**config.mk**
```make
export PLATFORM = sky130hd
export DESIGN_NAME = sfd_store_forward
export DESIGN_NICKNAME = d
export VERILOG_FILES = /design/src/hdl/sfd_pkg.sv /design/src/hdl/sfd_store_forward.sv
export SDC_FILE = /design/constraint.sdc
export NUM_CORES = 2
export LEC_CHECK = 0
export BUFFER_PORTS_ARGS = -buffer_cell sky130_fd_sc_hd__buf_2
export CORE_MARGIN = 2
export CORE_UTILIZATION = 58
export CTS_BUF_LIST = sky130_fd_sc_hd__clkbuf_8
export CTS_CLUSTER_SIZE = 24
export DETAILED_ROUTE_END_ITERATION = 7
export PLACE_DENSITY_LB_ADDON = 0.08
export REMOVE_ABC_BUFFERS = 1
export SLEW_MARGIN = 5
export SYNTH_ARGS = -nofsm -noshare
export SYNTH_HDL_FRONTEND = slang
export SYNTH_SLANG_ARGS = --single-unit
```
**constraint.sdc**
```tcl
create_clock -name sys_clk -period 35.5 [get_ports sys_clk]
set_input_delay 1.775 -clock sys_clk [delete_from_list [all_inputs] [get_ports sys_clk]]
set_output_delay 1.775 -clock sys_clk [all_outputs]
set_load 0.05 [all_outputs]
```
**src/hdl/sfd_pkg.sv**
```systemverilog
// Shared constants and types of the store forwarding and disambiguation block.
// Assumes a single core clock domain; all users import the whole package.
package sfd_pkg;

	// Datapath widths and buffer depths
	localparam int SFD_ADDR_W = 32;
	localparam int SFD_DATA_W = 64;
	localparam int SFD_SIZE_W = 2;          // Access size as log2 of bytes
	localparam int SFD_STB_DEPTH = 8;       // Store buffer entries
	localparam int SFD_LDQ_DEPTH = 4;       // Tracked speculative loads

	// Overlap is judged per naturally aligned 8-byte granule
	localparam int SFD_GRAN_LSB = 3;

	// Extra cycles spent forwarding a floating-point store value
	localparam int SFD_FP_FWD_EXTRA = 4;
	localparam int SFD_FP_CNT_W = 3;

	// Load sequencer states
	typedef enum logic [2:0]
	{
		SFD_IDLE = 3'h1,
		SFD_FPWAIT = 3'h2,
		SFD_BLOCK = 3'h4
	} sfd_state_e;

endpackage : sfd_pkg

```
**src/hdl/sfd_store_forward.sv**
```systemverilog
// Memory order buffer: store buffer, store-to-load forwarding and load disambiguation.
// Assumes the issue/retire pipeline and L1 data cache run on sys_clk; all inputs are
// synchronous to it, so none is resynchronised.
`timescale 1ns/100ps

// What this block does
// RULE1 - Stores are kept in the buffer and only sent to the cache once they have retired.
// RULE2 - A younger load to the address of a buffered older store may take that store's data.
// RULE3 - If forwarding is not allowed the load waits until the store is in the cache, then reads it; a load held only for data forwards once it arrives.
// RULE4 - Forwarding needs both a size and alignment match and store data that is present.
// RULE5 - Loads may issue ahead of older stores whose addresses are still unknown.
// RULE6 - A resolving store address that overlaps a speculative younger load replays that load.
// RULE7 - A control bit turns off speculative bypass so loads wait for all older store addresses.
// RULE8 - A forwarded load gets its value from the buffer and makes no cache read.
// RULE9 - Forwarding a floating-point store value takes more cycles than an integer one.
// RULE10 - With several matching older stores the youngest of them supplies the data.
module sfd_store_forward
	import sfd_pkg::*;
#(
	parameter int N = SFD_STB_DEPTH,
	parameter int M = SFD_LDQ_DEPTH,
	parameter int AW = SFD_ADDR_W,
	parameter int DW = SFD_DATA_W
)
(
	// Clock and reset
	input wire logic sys_clk,
	input wire logic rst,
	// Control bit from the speculation control register
	input wire logic speculativeBypassDisable,
	// Store allocation, address and data resolution, retirement
	input wire logic stAllocValid,
	input wire logic stAllocFp,
	output logic stAllocReady,
	output logic [$clog2(N):0] stTailSeq,
	input wire logic stAddrValid,
	input wire logic [$clog2(N)-1:0] stAddrIdx,
	input wire logic [AW-1:0] stAddr,
	input wire logic [SFD_SIZE_W-1:0] stSize,
	input wire logic stDataValid,
	input wire logic [$clog2(N)-1:0] stDataIdx,
	input wire logic [DW-1:0] stData,
	input wire logic stRetire,
	// Cache write port for retired stores
	output logic cacheWrValid,
	output logic [AW-1:0] cacheWrAddr,
	output logic [SFD_SIZE_W-1:0] cacheWrSize,
	output logic [DW-1:0] cacheWrData,
	input wire logic cacheWrReady,
	// Load request
	input wire logic ldValid,
	input wire logic [$clog2(M)-1:0] ldId,
	input wire logic [AW-1:0] ldAddr,
	input wire logic [SFD_SIZE_W-1:0] ldSize,
	input wire logic [$clog2(N):0] ldTail,
	output logic ldReady,
	input wire logic ldCommitValid,
	input wire logic [$clog2(M)-1:0] ldCommitId,
	// Load answers: forwarded data, cache read request, replay
	output logic ldFwdValid,
	output logic [$clog2(M)-1:0] ldFwdId,
	output logic [DW-1:0] ldFwdData,
	output logic ldCacheValid,
	output logic [$clog2(M)-1:0] ldCacheId,
	output logic [AW-1:0] ldCacheAddr,
	output logic [SFD_SIZE_W-1:0] ldCacheSize,
	output logic replayValid,
	output logic [$clog2(M)-1:0] replayId
);

	localparam int IW = $clog2(N);
	localparam int PW = IW + 1;
	localparam int LW = $clog2(M);
	localparam int SW = SFD_SIZE_W;
	localparam int GL = SFD_GRAN_LSB;
	localparam int FpFwdLat = SFD_FP_FWD_EXTRA + 1;

	typedef struct packed {
		sfd_state_e state;
		logic [PW-1:0] head;
		logic [PW-1:0] tail;
		logic [PW-1:0] retPtr;
		logic [N-1:0] stV;
		logic [N-1:0] stAk;
		logic [N-1:0] stDk;
		logic [N-1:0] stFp;
		logic [N-1:0][AW-1:0] stA;
		logic [N-1:0][SW-1:0] stSz;
		logic [N-1:0][DW-1:0] stD;
		logic [M-1:0] spV;
		logic [M-1:0][AW-1:0] spA;
		logic [M-1:0][PW-1:0] spT;
		logic [LW-1:0] hId;
		logic [AW-1:0] hA;
		logic [SW-1:0] hSz;
		logic [PW-1:0] hT;
		logic [SFD_FP_CNT_W-1:0] fpCnt;
		logic ldRdy;
		logic allocRdy;
		logic fwdV;
		logic [LW-1:0] fwdId;
		logic [DW-1:0] fwdD;
		logic cV;
		logic [LW-1:0] cId;
		logic [AW-1:0] cA;
		logic [SW-1:0] cSz;
		logic wV;
		logic [AW-1:0] wA;
		logic [SW-1:0] wSz;
		logic [DW-1:0] wD;
		logic rpV;
		logic [LW-1:0] rpId;
	} sfd_regs_s;

	sfd_regs_s s_r;
	sfd_regs_s s_nxt;

	logic take;
	logic evalLd;
	logic [LW-1:0] curId;
	logic [AW-1:0] curA;
	logic [SW-1:0] curSz;
	logic [PW-1:0] curT;
	logic unknownOlder;
	logic candFound;
	logic [IW-1:0] candIdx;
	logic fwdOk;
	logic raceHit;
	logic [M-1:0] specHit;
	logic [LW-1:0] specOldest;
	logic [IW-1:0] hIdx;

	// The load under evaluation is a new request or the one held while blocked
	assign take = ldValid && s_r.ldRdy;
	assign evalLd = take || (s_r.state == SFD_BLOCK);
	assign curId = take ? ldId : s_r.hId;
	assign curA = take ? ldAddr : s_r.hA;
	assign curSz = take ? ldSize : s_r.hSz;
	assign curT = take ? ldTail : s_r.hT;
	assign hIdx = s_r.head[IW-1:0];

	// Scan older stores oldest first, so the last match is the youngest older one
	always_comb
	begin
		logic [PW-1:0] dT;
		logic [IW-1:0] ix;
		dT = curT - s_r.head;
		ix = '0;
		unknownOlder = 1'b0;
		candFound = 1'b0;
		candIdx = '0;
		for (int k = 0; k < N; k++)
		begin
			ix = hIdx + IW'(k);
			if (PW'(k) < dT && s_r.stV[ix])
			begin
				if (!s_r.stAk[ix])
					unknownOlder = 1'b1;
				else if (s_r.stA[ix][AW-1:GL] == curA[AW-1:GL])
				begin
					candFound = 1'b1;
					candIdx = ix; // [RULE10]
				end
			end
		end
		// Same start address, load inside the store, data present
		fwdOk = (s_r.stA[candIdx] == curA) && (curSz <= s_r.stSz[candIdx])
			&& s_r.stDk[candIdx]; // [RULE4]
	end

	// Check a resolving store address against loads that ran past it
	always_comb
	begin
		logic [PW-1:0] dRes;
		logic [PW-1:0] best;
		dRes = {1'b0, stAddrIdx - hIdx};
		specOldest = '0;
		best = '1;
		for (int j = 0; j < M; j++)
		begin
			specHit[j] = stAddrValid && s_r.spV[j] && (dRes < (s_r.spT[j] - s_r.head))
				&& (s_r.spA[j][AW-1:GL] == stAddr[AW-1:GL]); // [RULE6]
			if (specHit[j] && (s_r.spT[j] - s_r.head) < best)
			begin
				best = s_r.spT[j] - s_r.head;
				specOldest = LW'(j);
			end
		end
		// A store resolving in the very cycle the load is judged is caught here
		raceHit = stAddrValid && (dRes < (curT - s_r.head))
			&& (stAddr[AW-1:GL] == curA[AW-1:GL]);
	end

	// Next state of the whole block
	always_comb
	begin
		s_nxt = s_r;
		s_nxt.fwdV = 1'b0;
		s_nxt.cV = 1'b0;
		s_nxt.rpV = 1'b0;
		// Store buffer bookkeeping
		if (stAllocValid && s_r.allocRdy)
		begin
			s_nxt.stV[s_r.tail[IW-1:0]] = 1'b1;
			s_nxt.stAk[s_r.tail[IW-1:0]] = 1'b0;
			s_nxt.stDk[s_r.tail[IW-1:0]] = 1'b0;
			s_nxt.stFp[s_r.tail[IW-1:0]] = stAllocFp;
			s_nxt.tail = s_r.tail + PW'(1);
		end
		if (stAddrValid)
		begin
			s_nxt.stAk[stAddrIdx] = 1'b1;
			s_nxt.stA[stAddrIdx] = stAddr;
			s_nxt.stSz[stAddrIdx] = stSize;
		end
		if (stDataValid)
		begin
			s_nxt.stDk[stDataIdx] = 1'b1;
			s_nxt.stD[stDataIdx] = stData;
		end
		if (stRetire)
			s_nxt.retPtr = s_r.retPtr + PW'(1);
		// Drain only retired stores; the entry stays forwardable until the cache takes it
		if (s_r.wV && cacheWrReady)
		begin
			s_nxt.stV[hIdx] = 1'b0;
			s_nxt.head = s_r.head + PW'(1);
			s_nxt.wV = 1'b0;
		end
		else if (!s_r.wV && s_r.stV[hIdx] && (s_r.head != s_r.retPtr)
			&& s_r.stAk[hIdx] && s_r.stDk[hIdx]) // [RULE1]
		begin
			s_nxt.wV = 1'b1;
			s_nxt.wA = s_r.stA[hIdx];
			s_nxt.wSz = s_r.stSz[hIdx];
			s_nxt.wD = s_r.stD[hIdx];
		end
		s_nxt.allocRdy = (s_nxt.tail - s_nxt.head) != PW'(N);
		// Speculative load tracking: commit frees, a late overlap replays
		if (ldCommitValid)
			s_nxt.spV[ldCommitId] = 1'b0;
		if (|specHit)
		begin
			s_nxt.rpV = 1'b1; // [RULE6]
			s_nxt.rpId = specOldest;
			s_nxt.spV = s_nxt.spV & ~specHit;
		end
		// Load sequencing
		if (evalLd)
		begin
			s_nxt.hId = curId;
			s_nxt.hA = curA;
			s_nxt.hSz = curSz;
			s_nxt.hT = curT;
			if ((speculativeBypassDisable && unknownOlder) // [RULE7]
				|| (candFound && !fwdOk) || raceHit) // [RULE3]
				s_nxt.state = SFD_BLOCK;
			else
			begin
				s_nxt.state = SFD_IDLE;
				s_nxt.fwdId = curId;
				s_nxt.fwdD = s_r.stD[candIdx];
				if (candFound && s_r.stFp[candIdx])
				begin
					// Slower path for floating-point data
					s_nxt.state = SFD_FPWAIT; // [RULE9]
					s_nxt.fpCnt = SFD_FP_CNT_W'(SFD_FP_FWD_EXTRA);
				end
				else if (candFound)
					s_nxt.fwdV = 1'b1; // [RULE2] [RULE8]
				else
				begin
					s_nxt.cV = 1'b1;
					s_nxt.cId = curId;
					s_nxt.cA = curA;
					s_nxt.cSz = curSz;
				end
				if (unknownOlder)
				begin
					// Issued past unknown stores: remember for the later check
					s_nxt.spV[curId] = 1'b1; // [RULE5]
					s_nxt.spA[curId] = curA;
					s_nxt.spT[curId] = curT;
				end
			end
		end
		else if (s_r.state == SFD_FPWAIT)
		begin
			s_nxt.fpCnt = s_r.fpCnt - SFD_FP_CNT_W'(1);
			if (s_r.fpCnt == SFD_FP_CNT_W'(1))
			begin
				s_nxt.fwdV = 1'b1;
				s_nxt.state = SFD_IDLE;
			end
		end
		s_nxt.ldRdy = (s_nxt.state == SFD_IDLE);
	end

	// State register
	always_ff @(posedge sys_clk or posedge rst)
	begin
		if (rst)
		begin
			s_r <= '0;
			s_r.state <= SFD_IDLE;
			s_r.ldRdy <= 1'b1;
			s_r.allocRdy <= 1'b1;
		end
		else
			s_r <= s_nxt;
	end

	// Outputs straight from the state register
	assign stAllocReady = s_r.allocRdy;
	assign stTailSeq = s_r.tail;
	assign cacheWrValid = s_r.wV;
	assign cacheWrAddr = s_r.wA;
	assign cacheWrSize = s_r.wSz;
	assign cacheWrData = s_r.wD;
	assign ldReady = s_r.ldRdy;
	assign ldFwdValid = s_r.fwdV;
	assign ldFwdId = s_r.fwdId;
	assign ldFwdData = s_r.fwdD;
	assign ldCacheValid = s_r.cV;
	assign ldCacheId = s_r.cId;
	assign ldCacheAddr = s_r.cA;
	assign ldCacheSize = s_r.cSz;
	assign replayValid = s_r.rpV;
	assign replayId = s_r.rpId;

	// Checks beside the logic they guard
	retired_drain_a: assert property (@(posedge sys_clk) disable iff (rst) // [RULE1]
		$rose(cacheWrValid) |-> $past(s_r.head != s_r.retPtr))
		else $error("store sent to cache before retirement");
	drain_hold_a: assert property (@(posedge sys_clk) disable iff (rst) // [RULE1]
		cacheWrValid && !cacheWrReady |=> cacheWrValid && $stable(cacheWrAddr))
		else $error("cache write dropped before acceptance");
	int_forward_a: assert property (@(posedge sys_clk) disable iff (rst) // [RULE2]
		evalLd && candFound && fwdOk && !raceHit && !s_r.stFp[candIdx]
		&& !(speculativeBypassDisable && unknownOlder)
		|=> ldFwdValid && ldFwdId == $past(curId) && !ldCacheValid)
		else $error("integer forward not delivered next cycle");
	no_cache_fwd_a: assert property (@(posedge sys_clk) disable iff (rst) // [RULE8]
		ldFwdValid |-> !ldCacheValid)
		else $error("forwarded load also read the cache");
	blocked_wait_a: assert property (@(posedge sys_clk) disable iff (rst) // [RULE3]
		evalLd && candFound && !fwdOk |=> !ldFwdValid && !ldCacheValid && !ldReady)
		else $error("load not held on failed forward");
	fp_latency_a: assert property (@(posedge sys_clk) disable iff (rst) // [RULE9]
		s_r.state == SFD_IDLE && s_nxt.state == SFD_FPWAIT
		|-> ##FpFwdLat ldFwdValid)
		else $error("floating-point forward latency wrong");
	bypass_off_a: assert property (@(posedge sys_clk) disable iff (rst) // [RULE7]
		evalLd && speculativeBypassDisable && unknownOlder
		|=> s_r.state == SFD_BLOCK && !ldCacheValid && !ldFwdValid)
		else $error("load bypassed unknown store while disabled");
	spec_issue_a: assert property (@(posedge sys_clk) disable iff (rst) // [RULE5]
		evalLd && !speculativeBypassDisable && unknownOlder && !candFound && !raceHit
		|=> ldCacheValid && s_r.spV[ldCacheId])
		else $error("speculative load not issued or not tracked");
	replay_hit_a: assert property (@(posedge sys_clk) disable iff (rst) // [RULE6]
		|specHit |=> replayValid && !s_r.spV[replayId])
		else $error("overlapping speculative load not replayed");

endmodule : sfd_store_forward

```
Word level (Yosys, flattened, before mapping)
Cells that the tools add are included.
{"block": "totals", "reg_bits": 1230, "word_cells": 411, "output_inout_bits": 212}
{"block": "op_classes", "reduce_logical": 57, "n_bitwise": 17, "order_cmp": 38, "eq_ne": 22, "n_mux": 198, "add_sub_neg": 18}
{"operator": "32-bit binary-select mux with 3-bit select", "count": 9}
{"operator": "512-bit bitwise mux", "count": 1}
{"operator": "32-bit two-way mux", "count": 13}
{"operator": "64-bit binary-select mux with 3-bit select", "count": 2}
{"operator": "29-bit == test", "count": 13}
{"operator": "148-bit two-way mux", "count": 2}
{"operator": "256-bit bitwise mux", "count": 1}
{"operator": "64-bit demux with 3-bit select", "count": 1}
{"operator": "64-bit two-way mux", "count": 3}
{"operator": "188-bit two-way mux", "count": 1}
{"operator": "128-bit bitwise mux", "count": 1}
{"operator": "37-bit two-way mux", "count": 3}
{"operator": "104-bit two-way mux", "count": 1}
{"operator": "3-bit two-way mux", "count": 33}
{"operator": "99-bit two-way mux", "count": 1}
{"operator": "32-bit demux with 3-bit select", "count": 1}
{"operator": "1-bit two-way mux", "count": 72}
{"operator": "32-bit demux with 2-bit select", "count": 1}
{"operator": "1-bit binary-select mux with 3-bit select", "count": 19}
{"operator": "3-bit by 4-bit < comparator with 1-bit output, second input constant", "count": 12}
{"operator": "1-bit logical AND", "count": 44}
{"operator": "4-bit two-way mux", "count": 9}
{"operator": "16-bit bitwise mux", "count": 2}
{"operator": "32-bit == test", "count": 1}
{"operator": "other kinds (46)", "count": 104}

Longest topological paths before layout
{"block": "depth", "depth_word": 39, "mapped_depth": 47, "mapped_depth_nobuf": 31}

Worst setup path after synthesis
OpenSTA, ideal clock, no wires.
{"block": "synth_timing", "path_type": "reg-to-reg", "startpoint": "register s_r, in the netlist hIdx[1]", "endpoint": "register s_r[374] (netlist name)", "stages_incl_launch_ff": 46, "period_less_slack_ns": 10.587, "arrival_ns": 10.460, "path_slack_ns": 24.913, "required_ns": 35.372, "path_buffers": 21, "cell_sequence": "dfrtp_1 -> buf_4 -> buf_2 -> buf_2 -> buf_4 -> buf_2 -> clkinv_1 -> clkbuf_1 -> clkbuf_1 -> ha_1 -> buf_4 -> buf_6 -> buf_2 -> buf_2 -> buf_2 -> mux4_2 -> mux2i_1 -> xnor2_1 -> (+10 left out) -> clkbuf_1 -> buf_1 -> mux2i_1 -> a21oi_1 -> a21oi_1 -> ha_1 -> nor2b_1 -> o21ai_0 -> o311a_1 -> nor4b_1 -> o211a_1 -> nand4_1 -> o31ai_4 -> buf_6 -> and4_1 -> buf_4 -> buf_8 -> mux2_1"}
{"block": "synth_via", "elab_chain_len": 38, "word_cells_on_any_way": 165, "cone_classes": "add/sub (9); order compare (10); eq/ne (9); mux (118); bitwise (1); reduce/logical (18)"}
{"item": "start: declaration", "line": "sfd_store_forward.sv:115", "text": "sfd_regs_s s_r;"}
{"item": "start signal: assignment", "line": "sfd_store_forward.sv:310", "text": "s_r <= s_nxt;"}
{"item": "parallel branches: the longest is 37 deep, another holds 3-bit by 1-bit adder with 3-bit output"}
{"item": "3-bit AND reduction (no source line) *"}
Mark *: on every way between the ends. The select of a mux whose other input is x is not followed.
A chain may end at the register's enable or synchronous reset.

Worst setup path in the final report
{"block": "layout_timing", "startpoint": "register s_r, in the netlist hIdx[1]", "endpoint": "register s_r, in the netlist ldFwdData[13]"}
{"block": "layout_via", "elab_chain_len": 38, "word_cells_on_any_way": 167, "cone_classes": "add/sub (9); order compare (10); eq/ne (9); mux (120); bitwise (1); reduce/logical (18)"}
{"item": "parallel branches: the longest is 38 deep, another holds 3-bit by 1-bit adder with 3-bit output"}
Parallel ways; which one is timed is not known. The select of a mux whose other input is x is not followed.

==> tab_implementation.tex <==
\begin{tabular}{lr}
\hline
Metric & Value \\
\hline
\multicolumn{2}{l}{\textbf{Detailed routing}} \\
Routed wire per std cell & about 34 um \\
Detailed-routing iteration count for the pre-antenna-repair pass & 8 \\
Via count & approximately 60000 \\
Number of DRC markers after the initial detailed-route iteration & around 7200 \\
DRC errors left & 0 \\
Number of nets with antenna violations after routing & 0 \\
Via/cell ratio & 6.97 \\
WL final & 301000 um \\
\multicolumn{2}{l}{\textbf{Setup path}} \\
Classification of the worst setup path & reg -> reg \\
Family with the most delay on the worst path & buffers and inverters \\
Worst Setup Start Kind & flop \\
Highest cell delay on the worst timing path & roughly 1100 ps \\
Slowest cell on crit path & ha\_4 \\
Maximum fanout count along the critical path & 70 \\
Critical Path End Type & flop \\
Required time at the endpoint of the critical path & 36380 ps \\
Most frequent cell on the critical path & buf\_4 \\
Data arrival time at the worst-slack endpoint & 14770 ps \\
Buffers and inverters on the worst path & 8 \\
\multicolumn{2}{l}{\textbf{Global route}} \\
Pin count of the biggest net entering global routing & 137 \\
Initial antenna violation count & 31 \\
Global-route congestion overflow total & 0 \\
Wire length of the first global-routing pass & roughly 430000 um \\
Number of global-route vias before repair & slightly below 60000 \\
All-layer global routing usage & 0.426 \\
\multicolumn{2}{l}{\textbf{Timing}} \\
Hold violation total from the final report & 0 \\
Number of failing setup endpoints in the final timing report & 0 \\
Max Clk Rate & 72.0 MHz \\
Slew headroom & 0.0359 \\
Max-slew violation total from the final report & 0 \\
Actual slew at the worst max-slew pin & 1430 ps \\
Setup repair after global routing missed its margin & false \\
Setup TNS after final layout & 0 ps \\
Min Tclk post-route & 13890 ps \\
Smallest hold slack & 482 ps \\
Period utilisation layout & 0.391 \\
Layout Skew & 98.0 ps \\
\multicolumn{2}{l}{\textbf{Clock tree}} \\
Maximum buffer depth of the clock tree & 3 \\
Post-CTS setup repair buffer count & 0 \\
Inserted Clock Buffers & 203 \\
Clock tree from TritonCTS & done \\
Maximum level of the CTS H-tree & 4 \\
Clock slew at the register clock pins of the worst setup and hold paths & 60 ps \\
Number of gates resized after CTS & 0 \\
Hold-fix buffer count after cts & 0 \\
Clock tree sinks & 1218 \\
Clock Root Buffer & clkbuf\_8 \\
Insertion delay to the later sink of the worst-skew pair & roughly 990 ps \\
\multicolumn{2}{l}{\textbf{Logic synthesis}} \\
Share of synthesized flip-flops with an asynchronous set or reset & 1.00 \\
Number of unique standard cell types used by synthesis & 100 \\
Number of enable-type register cells in the synthesized netlist & 0 \\
Synth warnings & 0 \\
Post-Synthesis Cell Area & 79400 um\^{}2 \\
Library cell occupying the most area in the post-synthesis netlist & dfrtp\_1 \\
Top cell type's share of synthesized area & 0.383 \\
Main area contributors after synthesis & dfrtp\_1 (38\%), mux4\_2 (13\%), mux2\_2 (12\%), mux2i\_1 (7.9\%), xnor2\_1 (4.1\%) \\
Mean Syn Cell Area & 11.6 um\^{}2 \\
Sequential share of the synthesized area & 0.384 \\
Synthesized flop and latch total & 1218 \\
Leading register cell type out of synthesis & dfrtp\_1 \\
Gate count after technology mapping & 6862 \\
\multicolumn{2}{l}{\textbf{Die}} \\
Starting density of the core & 0.585 \\
Core ar. & 136000 um\^{}2 \\
Rows & 135 \\
Ports placed on the boundary & about 370 \\
Y dimension of the die & 374 um \\
Die boundary width & 374 um \\
Die area & approximately 140000 um\^{}2 \\
\multicolumn{2}{l}{\textbf{Layout}} \\
Layout cell share with drive strength beyond 1 & 0.318 \\
Leading cell type in the layout, fill and taps excluded & dfrtp\_1 \\
Area delta synth->final & 7.21\% \\
Filler-free cell count of the finished design & 8793 \\
Count of nets after finishing & 7054 \\
Commonest non-fill, non-tap cells in the layout & dfrtp\_1 (1212), mux2\_2 (859), mux2i\_1 (619) \\
\multicolumn{2}{l}{\textbf{Hold path}} \\
Hold WC Path Type & reg -> reg \\
\multicolumn{2}{l}{\textbf{Power}} \\
Pleak & 35.6 nW \\
Areal power density over the cells & between 100 and 150 nW/um\^{}2 \\
Worst vdd rail ir drop & $\sim$150 uV \\
\multicolumn{2}{l}{\textbf{Placement}} \\
DPL Wire Length & 203000 um \\
Number of I/O port buffers & 368 \\
Gp weighted congestion & 1.12 \\
Inst Count DP & 8417 \\
\multicolumn{2}{l}{\textbf{Run}} \\
Max-cap viol count & 0 \\
\multicolumn{2}{l}{\textbf{Status}} \\
Result of the run & completed \\
\hline
\end{tabular}
[report_power, final]
part / switching [mW] / leakage, nW / internal (mW)
Sequential: 0.461 / 14.5 / 1.84
Clock: 0.611 / 2.40 / 0.686
Combinational: 3.90 / 18.7 / 2.25
[layer usage]
| layer | global-route usage | vias up | share of wire |
|---|---|---|---|
| li1 | - | 25300 | - |
| met1 | 0.562 | 31500 | 0.39 |
| met2 | 0.621 | 3639 | 0.44 |
| met3 | 0.117 | 906 | 0.10 |
| met4 | 0.274 | 26 | 0.073 |
| met5 | 0 | - | 0.00055 |
[path summary, 6_finish.rpt]
path	from	end	slack [ps]	cells past startpoint
max	hIdx[1]	ldFwdData[13]	21610	31
min	s_r[213]	s_r[213]	480	2
max reg2reg	hIdx[1]	ldFwdData[13]	21610	31
min reg2reg	s_r[213]	s_r[213]	480	2
max in group asynchronous	rst	s_r[1122]	29620	7
min in group asynchronous	rst	stTailSeq[3]	980	2
[per-stage QoR]
stage	util	cell area, um^2	power [mW]	worst slack (ps)
after global placement	0.596	80900	8.17	22140
after CTS	0.627	85100	9.56	21940
final	0.627	85100	9.75	21610
after floorplan	-	75400	6.78	-3190
after detailed placement	0.596	80900	8.24	21970
after global routing	0.627	85100	10.1	21130
[logic make-up after synthesis]
kind of cell,Yosys count,synth area share
AO/OA/AOI/OAI,874,0.0716
XOR/XNOR,413,0.0459
adder cells (fa/ha/maj),56,0.00939
buffers and inverters,850,0.0558
flip-flops,1218,0.384
multiplexers,2059,0.346
AND/OR/NAND/NOR,1392,0.0870
[sequential cells by signal, indices dropped and copies added (netlist names), 2 cells and up]
name and cells:
ldFwdData 64, ldCacheId 2, hIdx 3, stTailSeq 4, ldCacheSize 2, ldFwdId 2, ldCacheAddr 32, s_r 1003
cacheWrAddr 32, replayId 2, cacheWrSize 2, cacheWrData 64
[cells in the mapped netlist (59+ instances only)]
cell / count
a211oi_1: 148
a21oi_1: 309
a22oi_1: 59
a31oi_1: 78
and2_1: 81
and3_1: 89
buf_2: 128
buf_4: 249
clkbuf_1: 310
dfrtp_1: 1215
inv_1: 84
mux2_1: 120
mux2_2: 860
mux2i_1: 624
mux4_2: 449
nand2_1: 480
nand3_1: 74
nand4_1: 94
nor2_1: 278
o21ai_0: 60
xnor2_1: 375
[layout make-up]
type | count | area (um^2)
diodes | 18 | 45.0
inverters | 108 | 420
repair buffers | 516 | 3030
well taps | 1781 | 2230
fillers | 10900 | 50500
multi-input cells | 4794 | 44700
flip-flops and latches | 1218 | 30500
clock inverters | 103 | 689
clock buffers | 255 | 3510
[worst reg2reg max path, delay by kind of cell, from the launching register on]
| kind | cells | cell delay [ps] |
|---|---|---|
| compound gates | 10 | 2780 |
| xor+xnor | 1 | 200 |
| fa+ha+maj | 2 | 1420 |
| buf+inv | 8 | 5640 |
| flops | 1 | 930 |
| mux | 2 | 780 |
| simple gates | 8 | 2050 |
Note: power is estimated with default switching activity, not from simulation.
